### src/shared/lvdsrx_pkg.sv
// Constants and types shared by the LVDS receive deserializer files.
`default_nettype none
package lvdsrx_pkg;
  // System clock period and the static delay step, each in picoseconds.
  localparam int unsigned CLK_PERIOD_PS = 10000;
  localparam int unsigned DELAY_STEP_PS = 25;
  // Word geometry: deserialization widths and the bypass width.
  localparam int unsigned MAX_WIDTH = 8;
  localparam logic [3:0] WIDTH_MIN = 4'h2;
  localparam logic [3:0] WIDTH_MAX = 4'h8;
  localparam logic [3:0] WIDTH_BYPASS = 4'h1;
  // Depth of the whole-cycle delay line behind the sampled serial bit.
  localparam int unsigned DLY_DEPTH = 4;
  // APB register byte offsets.
  localparam int unsigned ADDR_W = 12;
  localparam logic [11:0] OFF_CONFIG = 12'h000;
  localparam logic [11:0] OFF_STATUS = 12'h004;
  localparam logic [11:0] OFF_WORD = 12'h008;
  // Configuration register fields.
  localparam int unsigned CFG_DESER_BIT = 0;
  localparam int unsigned CFG_WIDTH_LSB = 4;
  localparam int unsigned CFG_CONN_BIT = 8;
  localparam int unsigned CFG_DELAY_LSB = 16;
  // Status register fields.
  localparam int unsigned STS_EN_BIT = 0;
  localparam int unsigned STS_BITCLK_BIT = 1;
  localparam int unsigned STS_WORDCLK_BIT = 2;
  localparam int unsigned STS_MODE_LSB = 4;
  localparam int unsigned STS_COUNT_LSB = 16;
  // Configuration reset values.
  localparam logic RST_DESER = 1'b1;
  localparam logic [3:0] RST_WIDTH = 4'h8;
  localparam logic RST_CONN = 1'b0;
  localparam logic [5:0] RST_DELAY = 6'h00;
  // Positions of the pin inputs inside the synchroniser bank.
  localparam int unsigned SYNC_BITCLK = 0;
  localparam int unsigned SYNC_WORDCLK = 1;
  localparam int unsigned SYNC_POS = 2;
  localparam int unsigned SYNC_NEG = 3;
  localparam int unsigned SYNC_W = 4;
  // Lane operating mode decoded from the configuration.
  typedef enum logic [1:0] {
    MODE_DESER,
    MODE_BYPASS,
    MODE_ALT
  } lvdsrx_mode_t;
endpackage
`default_nettype wire

### src/logic/lvdsrx_sync.sv
// Three-stage pin synchroniser that accepts a change once stages two and three agree.
`timescale 1ns/1ps
`default_nettype none
module lvdsrx_sync #(
  parameter int unsigned WIDTH = 1
) (
  input wire logic clk,
  input wire logic reset,
  input wire logic [WIDTH-1:0] async_in,
  output logic [WIDTH-1:0] sync_out
);
  typedef struct packed {
    logic [WIDTH-1:0] ff1;
    logic [WIDTH-1:0] ff2;
    logic [WIDTH-1:0] ff3;
    logic [WIDTH-1:0] agreed;
  } lvdsrx_sync_state_t;

  lvdsrx_sync_state_t s;
  lvdsrx_sync_state_t next_s;

  // Stage one feeds only stage two; the filter looks at two and three alone.
  always_comb begin
    next_s = s;
    next_s.ff1 = async_in;
    next_s.ff2 = s.ff1;
    next_s.ff3 = s.ff2;
    // A bit moves only when both late stages hold the same new level.
    next_s.agreed = (s.ff2 & s.ff3) | (s.agreed & (s.ff2 | s.ff3));
  end

  // State register with synchronous reset.
  always_ff @(posedge clk) begin
    if (reset) begin
      s <= '0;
    end else begin
      s <= next_s;
    end
  end

  assign sync_out = s.agreed;
endmodule
`default_nettype wire

### src/logic/lvdsrx_core.sv
// LVDS receive lane: pad sampling, static delay, deserializer, APB registers.
//
// Behaviour
// - The word output is as wide as the set width, one bit per serial bit.
// - With width one the deserializer is skipped and the bit goes straight out.
// - The alternate output runs only in bypass (width one or deserialization off) with alternate type.
// - Serial bits from the pads shift in on rising edges of the serial bit clock.
// - Each word is presented aligned, updated on the word clock rising edge.
// - Any width from two through eight may be selected.
// - With deserialization off and regular connection type the lane acts as a plain input buffer.
// - The core enable input turns the receive buffer on and off.
// - In bypass the connection type picks regular receive or the alternate clock route.
// - A static delay of zero to sixty-three steps of 25 ps is stored, but stays under one cycle and adds none.
`timescale 1ns/1ps
`default_nettype none
module lvdsrx_core (
  input wire logic CLK,
  input wire logic RESET,
  input wire logic PSEL,
  input wire logic PENABLE,
  input wire logic PWRITE,
  input wire logic [lvdsrx_pkg::ADDR_W-1:0] PADDR,
  input wire logic [31:0] PWDATA,
  output logic [31:0] PRDATA,
  output logic PREADY,
  output logic PSLVERR,
  input wire logic SERIAL_BIT_CLOCK,
  input wire logic PARALLEL_WORD_CLOCK,
  input wire logic DIFF_POSITIVE_PAD,
  input wire logic DIFF_NEGATIVE_PAD,
  input wire logic RX_ENABLE,
  output logic [lvdsrx_pkg::MAX_WIDTH-1:0] RX_DATA,
  output logic ALTERNATE_CLOCK_INPUT
);
  import lvdsrx_pkg::*;

  typedef struct packed {
    logic pready;
    logic pslverr;
    logic [31:0] prdata;
    logic deser_en;
    logic [3:0] width;
    logic conn_alt;
    logic [5:0] delay;
    logic [DLY_DEPTH-2:0] dly_line;
    logic bit_hold;
    logic bit_clk_q;
    logic word_clk_q;
    logic [MAX_WIDTH-1:0] shreg;
    logic [MAX_WIDTH-1:0] rx_data;
    logic alt_out;
    logic [15:0] word_count;
  } lvdsrx_state_t;

  localparam lvdsrx_state_t RST_STATE = '{
    deser_en: RST_DESER,
    width: RST_WIDTH,
    conn_alt: RST_CONN,
    delay: RST_DELAY,
    default: '0
  };

  // Clamp the programmed width: below two is bypass, above eight is eight.
  function automatic logic [3:0] eff_width(input logic [3:0] w);
    if (w < WIDTH_MIN) begin
      return WIDTH_BYPASS;
    end else if (w > WIDTH_MAX) begin
      return WIDTH_MAX;
    end
    return w;
  endfunction

  // Mask of the low w bits of a word.
  function automatic logic [MAX_WIDTH-1:0] width_mask(input logic [3:0] w);
    logic [MAX_WIDTH-1:0] m;
    m = '0;
    for (int i = 0; i < MAX_WIDTH; i++) begin
      m[i] = (i < w);
    end
    return m;
  endfunction

  // Whole system cycles of delay for a setting, rounded down.
  function automatic logic [1:0] delay_taps(input logic [5:0] d);
    logic [15:0] ps;
    logic [15:0] cyc;
    ps = 16'(d) * 16'(DELAY_STEP_PS);
    cyc = ps / 16'(CLK_PERIOD_PS);
    if (cyc > 16'(DLY_DEPTH - 1)) begin
      return 2'(DLY_DEPTH - 1);
    end
    return 2'(cyc);
  endfunction

  lvdsrx_state_t s;
  lvdsrx_state_t next_s;
  logic [SYNC_W-1:0] pin_raw;
  logic [SYNC_W-1:0] pin_q;
  lvdsrx_mode_t mode;
  logic [3:0] w_eff;
  logic [MAX_WIDTH-1:0] mask;
  logic bit_raw;
  logic [DLY_DEPTH-1:0] dl_vec;
  logic [1:0] tap;
  logic bit_dly;
  logic bit_rise;
  logic word_rise;
  logic [MAX_WIDTH-1:0] next_shreg;
  logic apb_access;
  logic apb_done;
  logic [31:0] rd;
  logic rd_ok;

  // All pad and clock pins arrive from outside and are filtered together,
  // so data and clock keep their relative timing through the same latency.
  assign pin_raw[SYNC_BITCLK] = SERIAL_BIT_CLOCK;
  assign pin_raw[SYNC_WORDCLK] = PARALLEL_WORD_CLOCK;
  assign pin_raw[SYNC_POS] = DIFF_POSITIVE_PAD;
  assign pin_raw[SYNC_NEG] = DIFF_NEGATIVE_PAD;

  lvdsrx_sync #(
    .WIDTH(SYNC_W)
  ) u_sync (
    .clk(CLK),
    .reset(RESET),
    .async_in(pin_raw),
    .sync_out(pin_q)
  );

  // Mode decode: bypass covers width one and deserialization switched off.
  always_comb begin
    w_eff = eff_width(s.width);
    mask = width_mask(w_eff);
    if (!s.deser_en || w_eff == WIDTH_BYPASS) begin
      mode = s.conn_alt ? MODE_ALT : MODE_BYPASS;
    end else begin
      mode = MODE_DESER;
    end
  end

  // Differential decode: equal pads carry no bit, so the last bit is held.
  // A disabled buffer reads as zero, but word clock edges still capture and count words.
  always_comb begin
    if (!RX_ENABLE) begin
      bit_raw = 1'b0;
    end else if (pin_q[SYNC_POS] != pin_q[SYNC_NEG]) begin
      bit_raw = pin_q[SYNC_POS];
    end else begin
      bit_raw = s.bit_hold;
    end
    // The 25 ps steps are far below one system cycle, so only whole
    // cycles of the total delay take effect; even the 1575 ps maximum adds none.
    dl_vec = {s.dly_line, bit_raw};
    tap = delay_taps(s.delay);
    bit_dly = dl_vec[tap];
    bit_rise = pin_q[SYNC_BITCLK] & ~s.bit_clk_q;
    word_rise = pin_q[SYNC_WORDCLK] & ~s.word_clk_q;
  end

  // New bits enter at bit zero, so after w bit edges the earliest bit of
  // the word sits at bit w-1 in every word period.
  always_comb begin
    next_shreg = s.shreg;
    if (bit_rise && RX_ENABLE && mode == MODE_DESER) begin
      next_shreg = {s.shreg[MAX_WIDTH-2:0], bit_dly};
    end
  end

  // APB decode: reads are answered in the first access cycle's next edge.
  always_comb begin
    apb_access = PSEL & PENABLE & ~s.pready;
    apb_done = PSEL & PENABLE & s.pready;
    rd = '0;
    rd_ok = 1'b1;
    if (PADDR == OFF_CONFIG) begin
      rd[CFG_DESER_BIT] = s.deser_en;
      rd[CFG_WIDTH_LSB +: 4] = s.width;
      rd[CFG_CONN_BIT] = s.conn_alt;
      rd[CFG_DELAY_LSB +: 6] = s.delay;
    end else if (PADDR == OFF_STATUS) begin
      rd[STS_EN_BIT] = RX_ENABLE;
      rd[STS_BITCLK_BIT] = pin_q[SYNC_BITCLK];
      rd[STS_WORDCLK_BIT] = pin_q[SYNC_WORDCLK];
      rd[STS_MODE_LSB +: 2] = mode;
      rd[STS_COUNT_LSB +: 16] = s.word_count;
    end else if (PADDR == OFF_WORD) begin
      rd = 32'(s.rx_data);
    end else begin
      rd_ok = 1'b0;
    end
  end

  // Next-state logic for the bus slave, configuration and data path.
  always_comb begin
    next_s = s;
    next_s.pready = apb_access;
    next_s.pslverr = 1'b0;
    if (apb_access) begin
      next_s.prdata = PWRITE ? 32'h0000_0000 : rd;
      next_s.pslverr = ~rd_ok;
    end
    // Writes land only at the completing edge; status and word are read-only.
    if (apb_done && PWRITE && PADDR == OFF_CONFIG) begin
      next_s.deser_en = PWDATA[CFG_DESER_BIT];
      next_s.width = PWDATA[CFG_WIDTH_LSB +: 4];
      next_s.conn_alt = PWDATA[CFG_CONN_BIT];
      next_s.delay = PWDATA[CFG_DELAY_LSB +: 6];
    end
    next_s.dly_line = dl_vec[DLY_DEPTH-2:0];
    next_s.bit_hold = bit_raw;
    next_s.bit_clk_q = pin_q[SYNC_BITCLK];
    next_s.word_clk_q = pin_q[SYNC_WORDCLK];
    next_s.shreg = next_shreg;
    next_s.alt_out = 1'b0;
    case (mode)
      MODE_DESER: begin
        if (word_rise) begin
          next_s.rx_data = next_shreg & mask;
          next_s.word_count = s.word_count + 16'h0001;
        end else begin
          next_s.rx_data = s.rx_data & mask;
        end
      end
      MODE_BYPASS: begin
        next_s.rx_data = MAX_WIDTH'(bit_dly);
      end
      default: begin
        // The lane is lent to the PLL input; the word output stays quiet.
        next_s.rx_data = '0;
        next_s.alt_out = bit_dly;
      end
    endcase
  end

  // State register with synchronous reset.
  always_ff @(posedge CLK) begin
    if (RESET) begin
      s <= RST_STATE;
    end else begin
      s <= next_s;
    end
  end

  // Every output comes straight from the state register.
  assign PRDATA = s.prdata;
  assign PREADY = s.pready;
  assign PSLVERR = s.pslverr;
  assign RX_DATA = s.rx_data;
  assign ALTERNATE_CLOCK_INPUT = s.alt_out;

  // Bits above the width stay zero once mode and width have settled.
  a_upper_bits_zero: assert property (
    @(posedge CLK) disable iff (RESET)
    (mode == MODE_DESER && $past(mode) == MODE_DESER && $stable(s.width))
      |-> ((RX_DATA & ~mask) == '0))
    else $error("Word bits above the width are not zero.");

  // In bypass the output bit follows the delayed sample one cycle later.
  a_bypass_direct: assert property (
    @(posedge CLK) disable iff (RESET)
    (mode == MODE_BYPASS && w_eff == WIDTH_BYPASS)
      |=> (RX_DATA == MAX_WIDTH'($past(bit_dly))))
    else $error("Bypass bit did not reach the word output.");

  // The alternate output is high only after a cycle in alternate mode.
  a_alt_only_mode: assert property (
    @(posedge CLK) disable iff (RESET)
    ALTERNATE_CLOCK_INPUT |-> ($past(mode) == MODE_ALT && $past(RX_ENABLE)))
    else $error("Alternate output active outside alternate mode.");

  // A bit clock edge in deserializer mode shifts the delayed bit in.
  a_shift_on_edge: assert property (
    @(posedge CLK) disable iff (RESET)
    (bit_rise && RX_ENABLE && mode == MODE_DESER)
      |=> (s.shreg == {$past(s.shreg[MAX_WIDTH-2:0]), $past(bit_dly)}))
    else $error("Serial bit was not shifted on the bit clock edge.");

  // In steady deserializer mode the word changes only after a word edge.
  a_word_on_edge: assert property (
    @(posedge CLK) disable iff (RESET)
    ($changed(RX_DATA) && $past(mode) == MODE_DESER
      && $past(mode, 2) == MODE_DESER
      && $past(s.width) == $past(s.width, 2))
      |-> $past(word_rise))
    else $error("Word output changed without a word clock edge.");

  // A word edge captures the masked shift register for any legal width.
  a_word_capture: assert property (
    @(posedge CLK) disable iff (RESET)
    (word_rise && mode == MODE_DESER)
      |=> (RX_DATA == ($past(next_shreg) & $past(mask))
           && s.word_count == $past(s.word_count) + 16'h0001))
    else $error("Word capture did not match the shifted bits.");

  // With deserialization off and regular connection type the lane passes the bit like a plain buffer.
  a_plain_buffer: assert property (
    @(posedge CLK) disable iff (RESET)
    (!s.deser_en && !s.conn_alt) |=> (RX_DATA[0] == $past(bit_dly)))
    else $error("Plain input buffer did not pass the bit.");

  // A disabled buffer freezes the shift register and holds the alternate output low.
  a_enable_off: assert property (
    @(posedge CLK) disable iff (RESET)
    !RX_ENABLE |=> ($stable(s.shreg) && !ALTERNATE_CLOCK_INPUT))
    else $error("Receive path moved while the buffer was disabled.");

  // Alternate connection in bypass keeps the word output at zero.
  a_alt_word_quiet: assert property (
    @(posedge CLK) disable iff (RESET)
    (mode == MODE_ALT) |=> (RX_DATA == '0))
    else $error("Word output active while routed to the PLL input.");

  // The line keeps the previous decoded bit; tap zero takes it undelayed.
  a_delay_tap: assert property (
    @(posedge CLK) disable iff (RESET)
    (tap == 2'h0)
      |-> (bit_dly == bit_raw && s.dly_line[0] == $past(bit_raw)))
    else $error("Static delay tap selected the wrong sample.");

  // A bypass word carries the bit in position zero and nothing above it.
  a_bypass_upper_zero: assert property (
    @(posedge CLK) disable iff (RESET)
    (mode == MODE_BYPASS)
      |=> (RX_DATA[MAX_WIDTH-1:1] == '0))
    else $error("Bypass word has bits set above bit zero.");

  // Outside the alternate route the alternate output stays low.
  a_alt_off_normal: assert property (
    @(posedge CLK) disable iff (RESET)
    (mode != MODE_ALT)
      |=> !ALTERNATE_CLOCK_INPUT)
    else $error("Alternate output high on the normal route.");

  // A disabled buffer with no whole-cycle delay reads as zero in bypass.
  a_enable_reads_zero: assert property (
    @(posedge CLK) disable iff (RESET)
    (!RX_ENABLE && tap == 2'h0 && mode == MODE_BYPASS)
      |=> (RX_DATA == '0))
    else $error("Disabled buffer passed a bit to the word output.");

  // The word count moves only on a word clock edge in deserializer mode.
  a_count_on_edge: assert property (
    @(posedge CLK) disable iff (RESET)
    !(word_rise && mode == MODE_DESER)
      |=> $stable(s.word_count))
    else $error("Word count moved without a word clock edge.");
endmodule
`default_nettype wire

### config.mk
export PLATFORM = sky130hd
export DESIGN_NAME = lvdsrx_core
export DESIGN_NICKNAME = d
export VERILOG_FILES = /design/src/shared/lvdsrx_pkg.sv /design/src/logic/lvdsrx_sync.sv /design/src/logic/lvdsrx_core.sv
export SDC_FILE = /design/constraint.sdc
export NUM_CORES = 1
export LEC_CHECK = 0
export ABC_CLOCK_PERIOD_IN_PS = 2300
export BUFFER_PORTS_ARGS = -buffer_cell sky130_fd_sc_hd__buf_2
export CAP_MARGIN = 20
export CORE_ASPECT_RATIO = 1.5
export CORE_MARGIN = 5
export CORE_UTILIZATION = 25
export CTS_BUF_LIST = sky130_fd_sc_hd__clkbuf_4
export CTS_CLUSTER_DIAMETER = 60
export CTS_CLUSTER_SIZE = 25
export DETAILED_ROUTE_END_ITERATION = 12
export GPL_ROUTABILITY_DRIVEN = 1
export PLACE_DENSITY = 0.42
export SLEW_MARGIN = 20
export SYNTH_ARGS = -nofsm -noshare
export SYNTH_HDL_FRONTEND = slang
export SYNTH_SLANG_ARGS = --single-unit
export TNS_END_PERCENT = 5
### constraint.sdc
create_clock -name CLK -period 2.3 [get_ports CLK]
set_input_delay 0 -clock CLK [delete_from_list [all_inputs] [get_ports CLK]]
set_output_delay 0 -clock CLK [all_outputs]
set_load 0.02 [all_outputs]
Word-level counts from Yosys, hierarchy flattened. Index checks and enable logic that the tools add are counted.

Bits in registers: 101. Input bits: 54. Output and inout port bits: 43. Word-level logic and storage cells: 99.

Add/sub/neg operators: 1. Multipliers: 1. Div/mod/pow operators: 1. $lt $le $gt $ge: 12. Equal/unequal tests: 5. Muxes and demuxes: 33. Bitwise gates (word level): 16. Reductions and logical operators: 11.

Operators with widths (number): $mux W32 (1); $mux W8 (3); $add A16 B1 Y16 const B (1); $and A8 B8 Y8 (2); $div A11 B14 Y16 const B (1); $gt A16 B2 Y1 const B (1); $lt A3 B4 Y1 const A (4); $mux W16 (1); $pmux W8 S2 (1); $eq A12 B3 Y1 const B (1); $eq A12 B4 Y1 const B (1); $logic_not A12 Y1 (1); $mux W2 (6); $mux W4 (3); $mul A6 B5 Y11 const B (1); $mux W1 (11); $mux W10 (1); $and A4 B4 Y4 (2); $lt A1 B4 Y1 const A (2); $lt A2 B4 Y1 const A (2); $or A4 B4 Y4 (2); $mux W7 (1); $mux W3 (2); $mux W6 (1); other kinds (17) (28).

Logic depth before layout (Yosys ltp). Gate-level depths: netlist (run 1).

Depth in word-level cells: 13. Mapped depth: 6. Mapped depth without buffers: 5.

Cells and area by module. From an unflattened synthesis (run 1), not the netlist that was laid out.

Cells, all modules: 412. Area, all modules: 3920.0 um^2.

Modules (own cells, without submodules): lvdsrx_core (times used 1, cells each 367, area an instance 3403.3 um^2, sequential area each 1501.4 um^2); lvdsrx_sync (times used 1, cells each 45, area an instance 516.7 um^2, sequential area each 320.3 um^2).

Least setup slack after synthesis (run 1). Ideal clock, no wire load.

Path kind: register to register. Start: register s[47] in the netlist's numbering. End: register s[15] in the netlist's numbering. Setup time: 0.070 ns. Arrival: 1.738 ns. Required time: 2.230 ns. Path slack: 0.491 ns. Stages on the path, launching flop included: 7. Buffers on the path: 2. Clock period less this slack: 1.809 ns. Cell sequence: dfxtp_1 buf_2 o31ai_2 or4_1 buf_2 or4_1 a21oi_1.

Word-level cells in the longest chain between the ends: 9. Elaborated cells on any way between the ends: 11. Those cells by class: 2 x order compare; 1 x eq/ne; 5 x mux; 3 x reduce/logical.

RTL lines: from (decl) (RTL line lvdsrx_core.sv:95) `lvdsrx_state_t s;`; from (signal assigned) (RTL line lvdsrx_core.sv:240) `s <= next_s;`; $gt A4 B4 Y1 (RTL line lvdsrx_core.sv:67) `end else if (w > WIDTH_MAX) begin`; $mux W1 (RTL line lvdsrx_core.sv:67); $mux W1 (RTL line lvdsrx_core.sv:65) `if (w < WIDTH_MIN) begin`; $mux W4 * (RTL line lvdsrx_core.sv:70) `return w;`; $eq A4 B1 Y1 * (RTL line lvdsrx_core.sv:134) `if (!s.deser_en || w_eff == WIDTH_BYPASS) begin`; $logic_or A1 B1 Y1 * (RTL line lvdsrx_core.sv:134); $mux W2 * (RTL line lvdsrx_core.sv:134); $logic_not A2 Y1 * (RTL line lvdsrx_core.sv:215) `case (mode)`; $reduce_and A2 Y1 (no line) *.

Mark *: on every way between the ends. The rest lies on a longest branch, timed or not. A chain may end at the register's enable or synchronous reset.

Worst setup path after layout (run 1).
Start: register s[50] in the netlist's numbering. End: register s[15] in the netlist's numbering.

Word-level cells in the longest chain between the ends: 5.

RTL lines (RTL line): $logic_not A1 Y1 (lvdsrx_core.sv:134); $logic_or A1 B1 Y1 (lvdsrx_core.sv:134); $mux W2 (lvdsrx_core.sv:134); $logic_not A2 Y1 (lvdsrx_core.sv:215); $reduce_and A2 Y1 (no line).

Every way passes these cells.

==> results.py, run 1 <==
metrics = {
    "synthesis": {
        "synth_top_cell_area_share_pct": 47.8,
        "synth_area_leaders": "dfxtp_1, buf_4, mux2i_1",
        "synth_top_family_by_area": "simple AND/OR/NAND/NOR gates",
        "ys_ff_latch": 91,
        "synth_area_per_cell_um2": 9.07,
        "synth_commonest_cells": "dfxtp_1, nand2_1, buf_4, nor2_1, mux2i_1",
        "yosysTopAreaCell": "dfxtp_1",
        "synth.mux.area_fraction_pct": 7.09,
        "yosys.area_share.simple_pct": 18.8,
        "netlist_area_um2": 3810,
        "synth_cells": 420,
        "yosysMostFrequentCell": "dfxtp_1",
        "ys_types": 44,
        "synth_edf_count": 0,
        "synthArstFlopShare_pct": 0,
        "yosys_warnings": 0,
        "synth_compound_area_share_pct": 13.7,
        "synth_xor_area_share_pct": 1.38,
        "ys_seq_area_share_pct": 47.8,
        "synthAdderAreaFrac_pct": 0.328,
        "synthFlopType": "dfxtp_1",
    },
    "sta": {
        "slew_headroom_pct": 59.6,
        "min_period_ns": 1.99,
        "timing.final.crit_share_pct": 86.5,
        "max_freq_ghz": 0.503,
        "slew_viol_final": 0,
        "hold_viol_final": 0,
        "tightestPinTransition_ns": 0.603,
        "setup-tns-final_ns": 0,
        "report.final.setup_viol": 0,
        "skew_ns": 0.0215,
        "rsz0062_at_grt": "false",
    },
    "clock_tree": {
        "cts_setup_buffers": 0,
        "h-tree-depth": 3,
        "cts_tree": "done",
        "worst_skew_pair.late_latency_ns": 0.44,
        "cts.path.max_buffers": 2,
        "cts_made_buffers": 9,
        "holdBufCountCts": 21,
        "clock_sinks": 91,
        "cts-root-buf": "clkbuf_4",
        "clk_pin_slew_worst_paths_ns": 0.14,
        "cts_resized": 0,
    },
    "pwr": {
        "powerDensity_nw_per_um2": 552,
        "vdd_drop_max_mv": 0.180,
        "power_uw": 2490,
        "leakage_uw": 0.00176,
    },
    "global_route": {
        "grt.overflow.total": 0,
        "grt_max_degree": 35,
        "grt_antenna_before_repair": 1,
        "grt_pass1_wl_mm": 16.2,
        "grt_pass1_vias": 3087,
        "grtUsageTotal_pct": 11.2,
    },
    "route": {
        "met3_length_um": 401,
        "drt-met1-wl_mm": 4.08,
        "drcViolationCount": 0,
        "routed_via_density": 4.36,
        "routed_wl_mm": 9.72,
        "met2WireLength_mm": 5.08,
        "topRoutingLayerUsed": "met4",
        "drtAntennaViolNets": 0,
        "drtIter0Drc": 118,
        "wl_per_cell_um": 14.1,
        "drt_first_pass_iters": 4,
        "vias": 3010,
    },
    "floorplan": {
        "fp.dieH_um": 161,
        "core-area_um2": 15000,
        "start_util_pct": 25.4,
        "die_x_um": 111,
        "row_count": 55,
        "die_area_um2": 17900,
        "io_pins": 97,
    },
    "cells_and_area": {
        "final_cell_area_um2": 4510,
        "nets": 542,
        "syn2layout_area_growth_pct": 18.5,
        "fillCellCount": 1642,
        "layout-drive-gt1-share_pct": 21.6,
    },
    "setup_path": {
        "crit_type": "reg -> reg",
        "crit_fanout": 9,
        "crit_path_start_kind": "flip-flop",
        "end_kind": "flip-flop",
        "critPathArrivalTime_ns": 2.37,
        "required_ns": 2.68,
    },
    "job": {
        "maxCapViolCount": 0,
    },
    "place": {
        "dpl_cell_area_um2": 4200,
        "dp_hpwl_mm": 7.38,
        "gp_congestion": 0.778,
        "io_buffers": 69,
    },
    "hold_path": {
        "min_path_type": "in -> reg",
    },
    "outcome": {
        "status": "completed",
    },
}
flip-flops by register name, summed over array words and instances (netlist names), 4 cells and up:
name / flops
u_sync.next_s: 8
u_sync.s: 4
RX_DATA: 8
s: 38
u_sync.sync_out: 4
PRDATA: 25
metal layers:
layer | vias up | global-route usage [%]
li1 | 1557 | -
met1 | 1386 | 12.6
met2 | 57 | 20.2
met3 | 10 | 2.85
met4 | 0 | 4.43
met5 | - | 0
final timing paths:
path | start | cells past startpoint | slack [ns] | endpoint
worst max-delay path | s[50]$_SDFFE_PP1P_ | 4 | 0.31 | s[15]$_SDFFE_PP0P_
worst min-delay path | PADDR[2] | 3 | 0.03 | PSLVERR$_SDFF_PP0_
worst max register to register | s[50]$_SDFFE_PP1P_ | 4 | 0.31 | s[15]$_SDFFE_PP0P_
worst min register to register | u_sync.s[4]$_SDFF_PP0_ | 2 | 0.44 | u_sync.sync_out[0]$_SDFF_PP0_
critical path, stage by stage (launching register included):
cell	delay [ns]
dfxtp_1	0.44
o31ai_2	0.18
or4_1	0.73
or4_1	0.45
a21oi_1	0.15
layout by cell type (no fill, tap or decap), types with 3 or more instances in the layout:
master         netlist  layout
inv_1                7       7
nor2b_1             18      18
xnor2_1              6       6
nor3_1               4       4
nor2_1              40      40
or4_1                3       3
and3_1               6       6
or3_1                7       7
nand4_1              4       4
o211ai_1             3       3
a221o_1              3       3
mux2i_1             27      27
nand3_1              7       7
clkbuf_4             0      11
dfxtp_1             91      91
dlygate4sd3_1        0      21
conb_1               1       7
buf_4               40      21
o21ai_0             25      25
nor4_1               4       4
a21oi_1             19      19
a2111oi_0            3       3
nand2_1             44      44
buf_2                3      69
a32oi_1             11      11
nand2b_1             4       4
report_power, final:
part / total (µW) / switching (µW) / internal, µW / leakage, µW
Sequential: 1590 / 4.49 / 1590 / 0.000735
Combinational: 155 / 85.2 / 69.7 / 0.000968
Clock: 744 / 511 / 233 / 0.0000586
Total: 2490 / 601 / 1890 / 0.00176
cell families after synthesis:
| group | Yosys count |
|---|---|
| AND/OR/NAND/NOR | 147 |
| flip-flops | 91 |
| AO/OA/AOI/OAI | 79 |
| buffers and inverters | 68 |
| multiplexers | 27 |
| XOR/XNOR | 6 |
| adder cells (fa/ha/maj) | 1 |
| other | 1 |
final cells by class:
cell class | count | area (µm²) | share of cell area [%]
flip-flops and latches | 91 | 1820 | 40.4
inverters | 7 | 26.3 | 0.582
well taps | 199 | 249 | 5.52
repair buffers | 111 | 713 | 15.8
clock inverters | 3 | 17.5 | 0.388
multi-input cells | 267 | 1600 | 35.5
diodes | 1 | 2.50 | 0.0554
clock buffers | 11 | 82.6 | 1.83
metrics by stage:
stage          worst slack (ns)  util [%]  hold WS [ns]  std cells
3_3_place_gp              0.328      28.0         0.218        654
5_1_grt                   0.153      30.1        0.0369        690
6_report                  0.311      30.1        0.0336        690
3_5_place_dp              0.333      28.0         0.218        654
4_1_cts                   0.280      30.1       0.00200        689
2_1_floorplan             0.491         -        0.0794        426
(Power assumes the default switching activity.)
==> run 2: changes to the inputs <==
SYNTH_HIERARCHICAL = 1   (was not set)
==> run 2 against run 1 <==
Against the previous run: final cell count is 1.3% lower; synthesized cell count is 1.9% lower; critical path depth is the same; critical path type unchanged; largest cell class unchanged; largest power group unchanged; highest routed layer unchanged.
==> results.py, run 2 <==
metrics = {
    "cells_and_area": {
        "layout-drive-gt1-share_pct": 26.0,
        "nets": 527,
        "syn2layout_area_growth_pct": 16.8,
        "layout_commonest_cell": "dfxtp_1",
        "regMostFlops": "s",
        "final_cell_mix": "dfxtp_1, buf_2, nand2_1",
        "largest_reg_flops": 38,
        "fin_cells": 681,
    },
    "route": {
        "wl_per_cell_um": 14.7,
        "met3_length_um": 308,
        "drtAntennaViolNets": 0,
        "topRoutingLayerUsed": "met4",
        "met2WireLength_mm": 5.30,
        "vias": 3012,
        "drt-met1-wl_mm": 4.14,
        "drcViolationCount": 0,
        "routed_via_density": 4.42,
        "routed_wl_mm": 9.98,
        "drtIter0Drc": 84,
        "drt_first_pass_iters": 4,
    },
    "synthesis": {
        "yosys.area_share.simple_pct": 22.5,
        "ys_ff_latch": 91,
        "synth.mux.area_fraction_pct": 1.79,
        "synthFlopType": "dfxtp_1",
        "synthArstFlopShare_pct": 0,
        "synth_top_family_by_area": "simple AND/OR/NAND/NOR gates",
        "yosysTopAreaCell": "dfxtp_1",
        "yosysMostFrequentCell": "dfxtp_1",
        "synth_edf_count": 0,
        "synth_cells": 412,
        "synth_area_per_cell_um2": 9.51,
        "ys_types": 59,
        "ys_seq_area_share_pct": 46.5,
        "yosys_warnings": 6,
        "synth_top_cell_area_share_pct": 46.5,
        "synth_area_leaders": "dfxtp_1, buf_4, a21oi_1",
        "synth_compound_area_share_pct": 16.7,
        "synth_commonest_cells": "dfxtp_1, buf_4, nand2_1",
        "synthAdderAreaFrac_pct": 0.319,
        "synth_xor_area_share_pct": 1.12,
        "netlist_area_um2": 3920,
    },
    "hold_path": {
        "min_path_type": "in -> reg",
        "whs_path_depth": 5,
        "hold_end": "PRDATA[3]$_SDFFE_PP0P_",
        "worstHoldStart": "PADDR[7]",
    },
    "floorplan": {
        "die_area_um2": 18300,
        "core-area_um2": 15600,
        "start_util_pct": 25.2,
        "die_x_um": 112,
        "row_count": 56,
        "fp.dieH_um": 163,
        "io_pins": 97,
    },
    "outcome": {
        "status": "completed",
    },
    "place": {
        "dp.cells": 642,
        "io_buffers": 69,
        "dp_hpwl_mm": 7.41,
        "gp_congestion": 0.728,
    },
    "setup_path": {
        "ff2ff_path_depth": 4,
        "timing.rr.start": "s[48]$_SDFFE_PP0P_",
        "critPathArrivalTime_ns": 2.18,
        "end_kind": "flip-flop",
        "r2r_setup_slack_ns": 0.51,
        "required_ns": 2.69,
        "crit_path_start_kind": "flip-flop",
        "crit_type": "reg -> reg",
        "crit_fanout": 8,
        "r2r_end": "s[15]$_SDFFE_PP0P_",
    },
    "clock_tree": {
        "worst_skew_pair.late_latency_ns": 0.46,
        "clock_sinks": 91,
        "cts-root-buf": "clkbuf_4",
        "cts.path.max_buffers": 2,
        "cts_tree": "done",
        "cts_resized": 0,
        "cts_made_buffers": 9,
        "h-tree-depth": 3,
        "clk_pin_slew_worst_paths_ns": 0.16,
    },
    "sta": {
        "max_freq_ghz": 0.559,
        "min_period_ns": 1.79,
        "slew_viol_final": 0,
        "skew_ns": 0.0166,
        "tightestPinTransition_ns": 0.506,
        "hold_viol_final": 0,
        "setup-tns-final_ns": 0,
        "rsz0062_at_grt": "false",
        "report.final.setup_viol": 0,
        "timing.final.crit_share_pct": 77.8,
        "slew_headroom_pct": 66.2,
    },
    "pwr": {
        "vdd_drop_max_mv": 0.197,
        "powerDensity_nw_per_um2": 573,
        "power_uw": 2620,
        "leakage_uw": 0.00182,
    },
    "global_route": {
        "grt_pass1_vias": 2975,
        "grt_antenna_before_repair": 1,
        "grt_max_degree": 38,
        "grtUsageTotal_pct": 10.8,
        "grt.overflow.total": 0,
        "grt_pass1_wl_mm": 15.4,
    },
    "job": {
        "maxCapViolCount": 0,
    },
}
-- run 2: logic make-up after synthesis --
kind of cell | Yosys count
compound gates | 95
xor+xnor | 5
fa+ha+maj | 1
buf+inv | 65
flops | 91
mux | 7
other cells | 1
simple gates | 147
-- run 2: worst max-delay path by stage --
stage,start,end,slack (ns),depth (start not counted)
after global placement,s[48]$_SDFFE_PP0P_,s[15]$_SDFFE_PP0P_,0.52,4
final,s[48]$_SDFFE_PP0P_,s[15]$_SDFFE_PP0P_,0.51,4
after floorplan,PREADY$_SDFF_PP0_,PRDATA[25]$_SDFFE_PP0P_,0.66,5
after global routing,s[48]$_SDFFE_PP0P_,s[15]$_SDFFE_PP0P_,0.37,4
after detailed placement,s[48]$_SDFFE_PP0P_,s[15]$_SDFFE_PP0P_,0.53,4
after CTS,s[48]$_SDFFE_PP0P_,s[15]$_SDFFE_PP0P_,0.49,4
-- run 2: final cells by class --
class,count,area (µm²)
Timing Repair Buffer,104,663
Clock buffer,9,67.6
Inverter,4,15.0
Antenna cell,1,2.50
Sequential cell,91,1820
Multi-Input combinational cell,262,1690
Fill cell,1710,11000
Clock inverter,7,66.3
Tap cell,203,254
-- run 2: what timing repair did --
action                    CTS  global route
buffers inserted            0             0
hold buffers               22             0
hold endpoints to repair   20             0
-- run 2: report_power, final --
| part | switching [µW] | leakage, µW | internal (µW) |
|---|---|---|---|
| registers | 5.04 | 0.000735 | 1590 |
| clock network | 622 | 0.0000753 | 254 |
| logic | 85.5 | 0.00101 | 68.1 |
-- run 2: worst max-delay path: stages, from the launching register on --
cell and delay (ns):
dfxtp_1 0.55, o31a_1 0.31, nand4_2 0.22, or4_1 0.52
a21oi_1 0.14
-- run 2: routing by layer --
layer	GRT usage (%)	vias up
met1	11.9	1419
li1	-	1527
met2	19.7	54
met3	1.74	12
met5	0	-
met4	5.47	0
-- run 2: through the flow --
stage                     worst slack [ns]  utilization, %  area (µm²)  hold WS [ns]
after floorplan                      0.665               -        3940         0.129
after global placement               0.519            27.1        4220         0.209
after detailed placement             0.528            27.1        4220         0.220
after CTS                            0.485            29.4        4580       0.00615
after global routing                 0.371            29.4        4580        0.0263
final                                0.510            29.4        4580        0.0304
==> run 3: changes to the inputs <==
ABC_CLOCK_PERIOD_IN_PS = 1700   (was 2300)
clock period = 1.7 ns   (was 2.3 ns; I/O delays follow)
==> run 3 against run 2 <==
Against the previous run: clock power grew 40%; sequential share of layout area shrank 2.1 points; worst setup slack lost 0.46 ns; sequential power grew 36%; worst hold slack lost 0.0043 ns; critical path depth grew 3; routed wire length grew 0.37%; power grew 38%; via count grew 4.3%; first-iteration DRC count grew 6.0%; clock skew shrank 0.00096 ns; flip-flop and latch count is the same; largest power group unchanged.
==> results.py, run 3 (same netlist as run 2, synthesis figures left out) <==
metrics = {
    "sta": {
        "hold_viol_final": 0,
        "timing.final.crit_share_pct": 97.1,
        "skew_ns": 0.0156,
        "slew_viol_final": 0,
        "min_period_ns": 1.65,
        "slew_headroom_pct": 61.7,
        "whs_ns": 0.0261,
        "max_freq_ghz": 0.606,
        "tightestPinTransition_ns": 0.568,
        "rsz0062_at_grt": "true",
        "report.final.setup_viol": 0,
    },
    "pwr": {
        "intPower_uw": 2620,
        "vdd_drop_max_mv": 0.288,
        "p_clk_share_pct": 34.0,
        "p_sw_uw": 994,
        "powerDensity_nw_per_um2": 745,
        "pwr-share-comb_pct": 6.3,
        "power_uw": 3610,
        "seqPwrFrac_pct": 59.7,
        "leakage_uw": 0.00196,
        "swShare_pct": 27.5,
    },
    "place": {
        "gp_congestion": 0.748,
        "io_buffers": 69,
        "dpl_cell_area_um2": 4370,
        "dp_hpwl_mm": 7.63,
    },
    "cells_and_area": {
        "nets": 552,
        "final_cell_mix": "dfxtp_1, buf_2, nand2_1",
        "fillCellCount": 1682,
        "syn2layout_area_growth_pct": 23.6,
        "final_util_pct": 31.1,
        "regMostFlops": "s",
        "layout_commonest_cell": "dfxtp_1",
        "layout-drive-gt1-share_pct": 29.5,
        "largest_reg_flops": 38,
        "final_cell_area_um2": 4840,
    },
    "clock_tree": {
        "clock_sinks": 91,
        "cts-root-buf": "clkbuf_4",
        "h-tree-depth": 3,
        "worst_skew_pair.late_latency_ns": 0.46,
        "cts_tree": "done",
        "cts_made_buffers": 9,
        "clk_pin_slew_worst_paths_ns": 0.17,
        "cts.path.max_buffers": 2,
    },
    "floorplan": {
        "die_x_um": 112,
        "core-area_um2": 15600,
        "io_pins": 97,
        "die_area_um2": 18300,
        "row_count": 56,
        "fp.dieH_um": 163,
        "start_util_pct": 25.2,
    },
    "route": {
        "drtAntennaViolNets": 0,
        "drtIter0Drc": 89,
        "wl_per_cell_um": 14.2,
        "drt_first_pass_iters": 4,
        "routed_via_density": 4.45,
        "drcViolationCount": 0,
        "vias": 3142,
        "routed_wl_mm": 10.0,
    },
    "outcome": {
        "status": "completed",
    },
    "global_route": {
        "grt_antenna_before_repair": 1,
        "grt_pass1_wl_mm": 15.7,
        "grt_max_degree": 42,
        "grt.overflow.total": 0,
        "grtUsageTotal_pct": 10.9,
        "grt_pass1_vias": 3033,
    },
    "setup_path": {
        "end_kind": "flip-flop",
        "critPathArrivalTime_ns": 2.06,
        "required_ns": 2.11,
        "crit_path_start_kind": "primary input",
        "crit_type": "in -> reg",
        "crit_fanout": 4,
    },
    "job": {
        "maxCapViolCount": 0,
    },
    "hold_path": {
        "min_path_type": "in -> reg",
    },
}
## run 3: per-stage QoR
stage	std cells	TNS [ns]	setup WS, ns
5_1_grt	706	-0.0271	-0.0271
2_1_floorplan	418	0	0.0647
3_5_place_dp	658	0	0.0801
6_report	706	0	0.0488
3_3_place_gp	658	0	0.0806
4_1_cts	702	0	0.00377
## run 3: final cells by class
class,instances,area [µm²],share of cell area (%)
Multi-Input combinational cell,262,1720,35.4
Timing Repair Buffer,129,893,18.4
Clock inverter,7,71.3,1.47
Tap cell,203,254,5.24
Sequential cell,91,1830,37.7
Inverter,4,15.0,0.310
Antenna cell,1,2.50,0.0517
Clock buffer,9,67.6,1.39
## run 3: final timing paths
path,startpoint,endpoint,slack [ns],cells after the start
worst max register to register,PREADY$_SDFF_PP0_,s[50]$_SDFFE_PP1P_,0.07,5
worst max-delay path,PADDR[6],s[50]$_SDFFE_PP1P_,0.05,7
worst min-delay path,PADDR[9],s[49]$_SDFFE_PP1P_,0.03,5
worst min register to register,u_sync/next_s[8]$_SDFF_PP0_,u_sync/next_s[4]$_SDFF_PP0_,0.46,1
## run 3: power by group through the flow
stage	logic, µW	registers (µW)	clock network [µW]
floorplan	95.1	2200	0
global placement	178	2200	0
detailed placement	179	2200	0
CTS	226	2160	1290
global route	246	2160	1380
finish	227	2160	1230
## run 3: critical path, cell delays in order
cell	delay (ns)
dlygate4sd3_1	0.53
buf_2	0.14
nor4_4	0.38
nand4_1	0.16
buf_4	0.18
dlygate4sd3_1	0.56
a21oi_2	0.11
## run 3: layer usage
layer | vias to the layer above | track usage [%] | routed length, µm
met5 | - | 0 | 0
met3 | 13 | 2.52 | 433
li1 | 1590 | - | -
met2 | 69 | 19.8 | 5310
met4 | 0 | 4.43 | 192
met1 | 1470 | 12.1 | 4080
## run 3: repair_timing
item / 4_1_cts / 5_1_grt
buffers inserted: 0 / 2
setup endpoints to repair: 0 / 6
resized for setup: 0 / 9
hold buffers: 28 / 1
endpoints found under the hold margin: 21 / 1
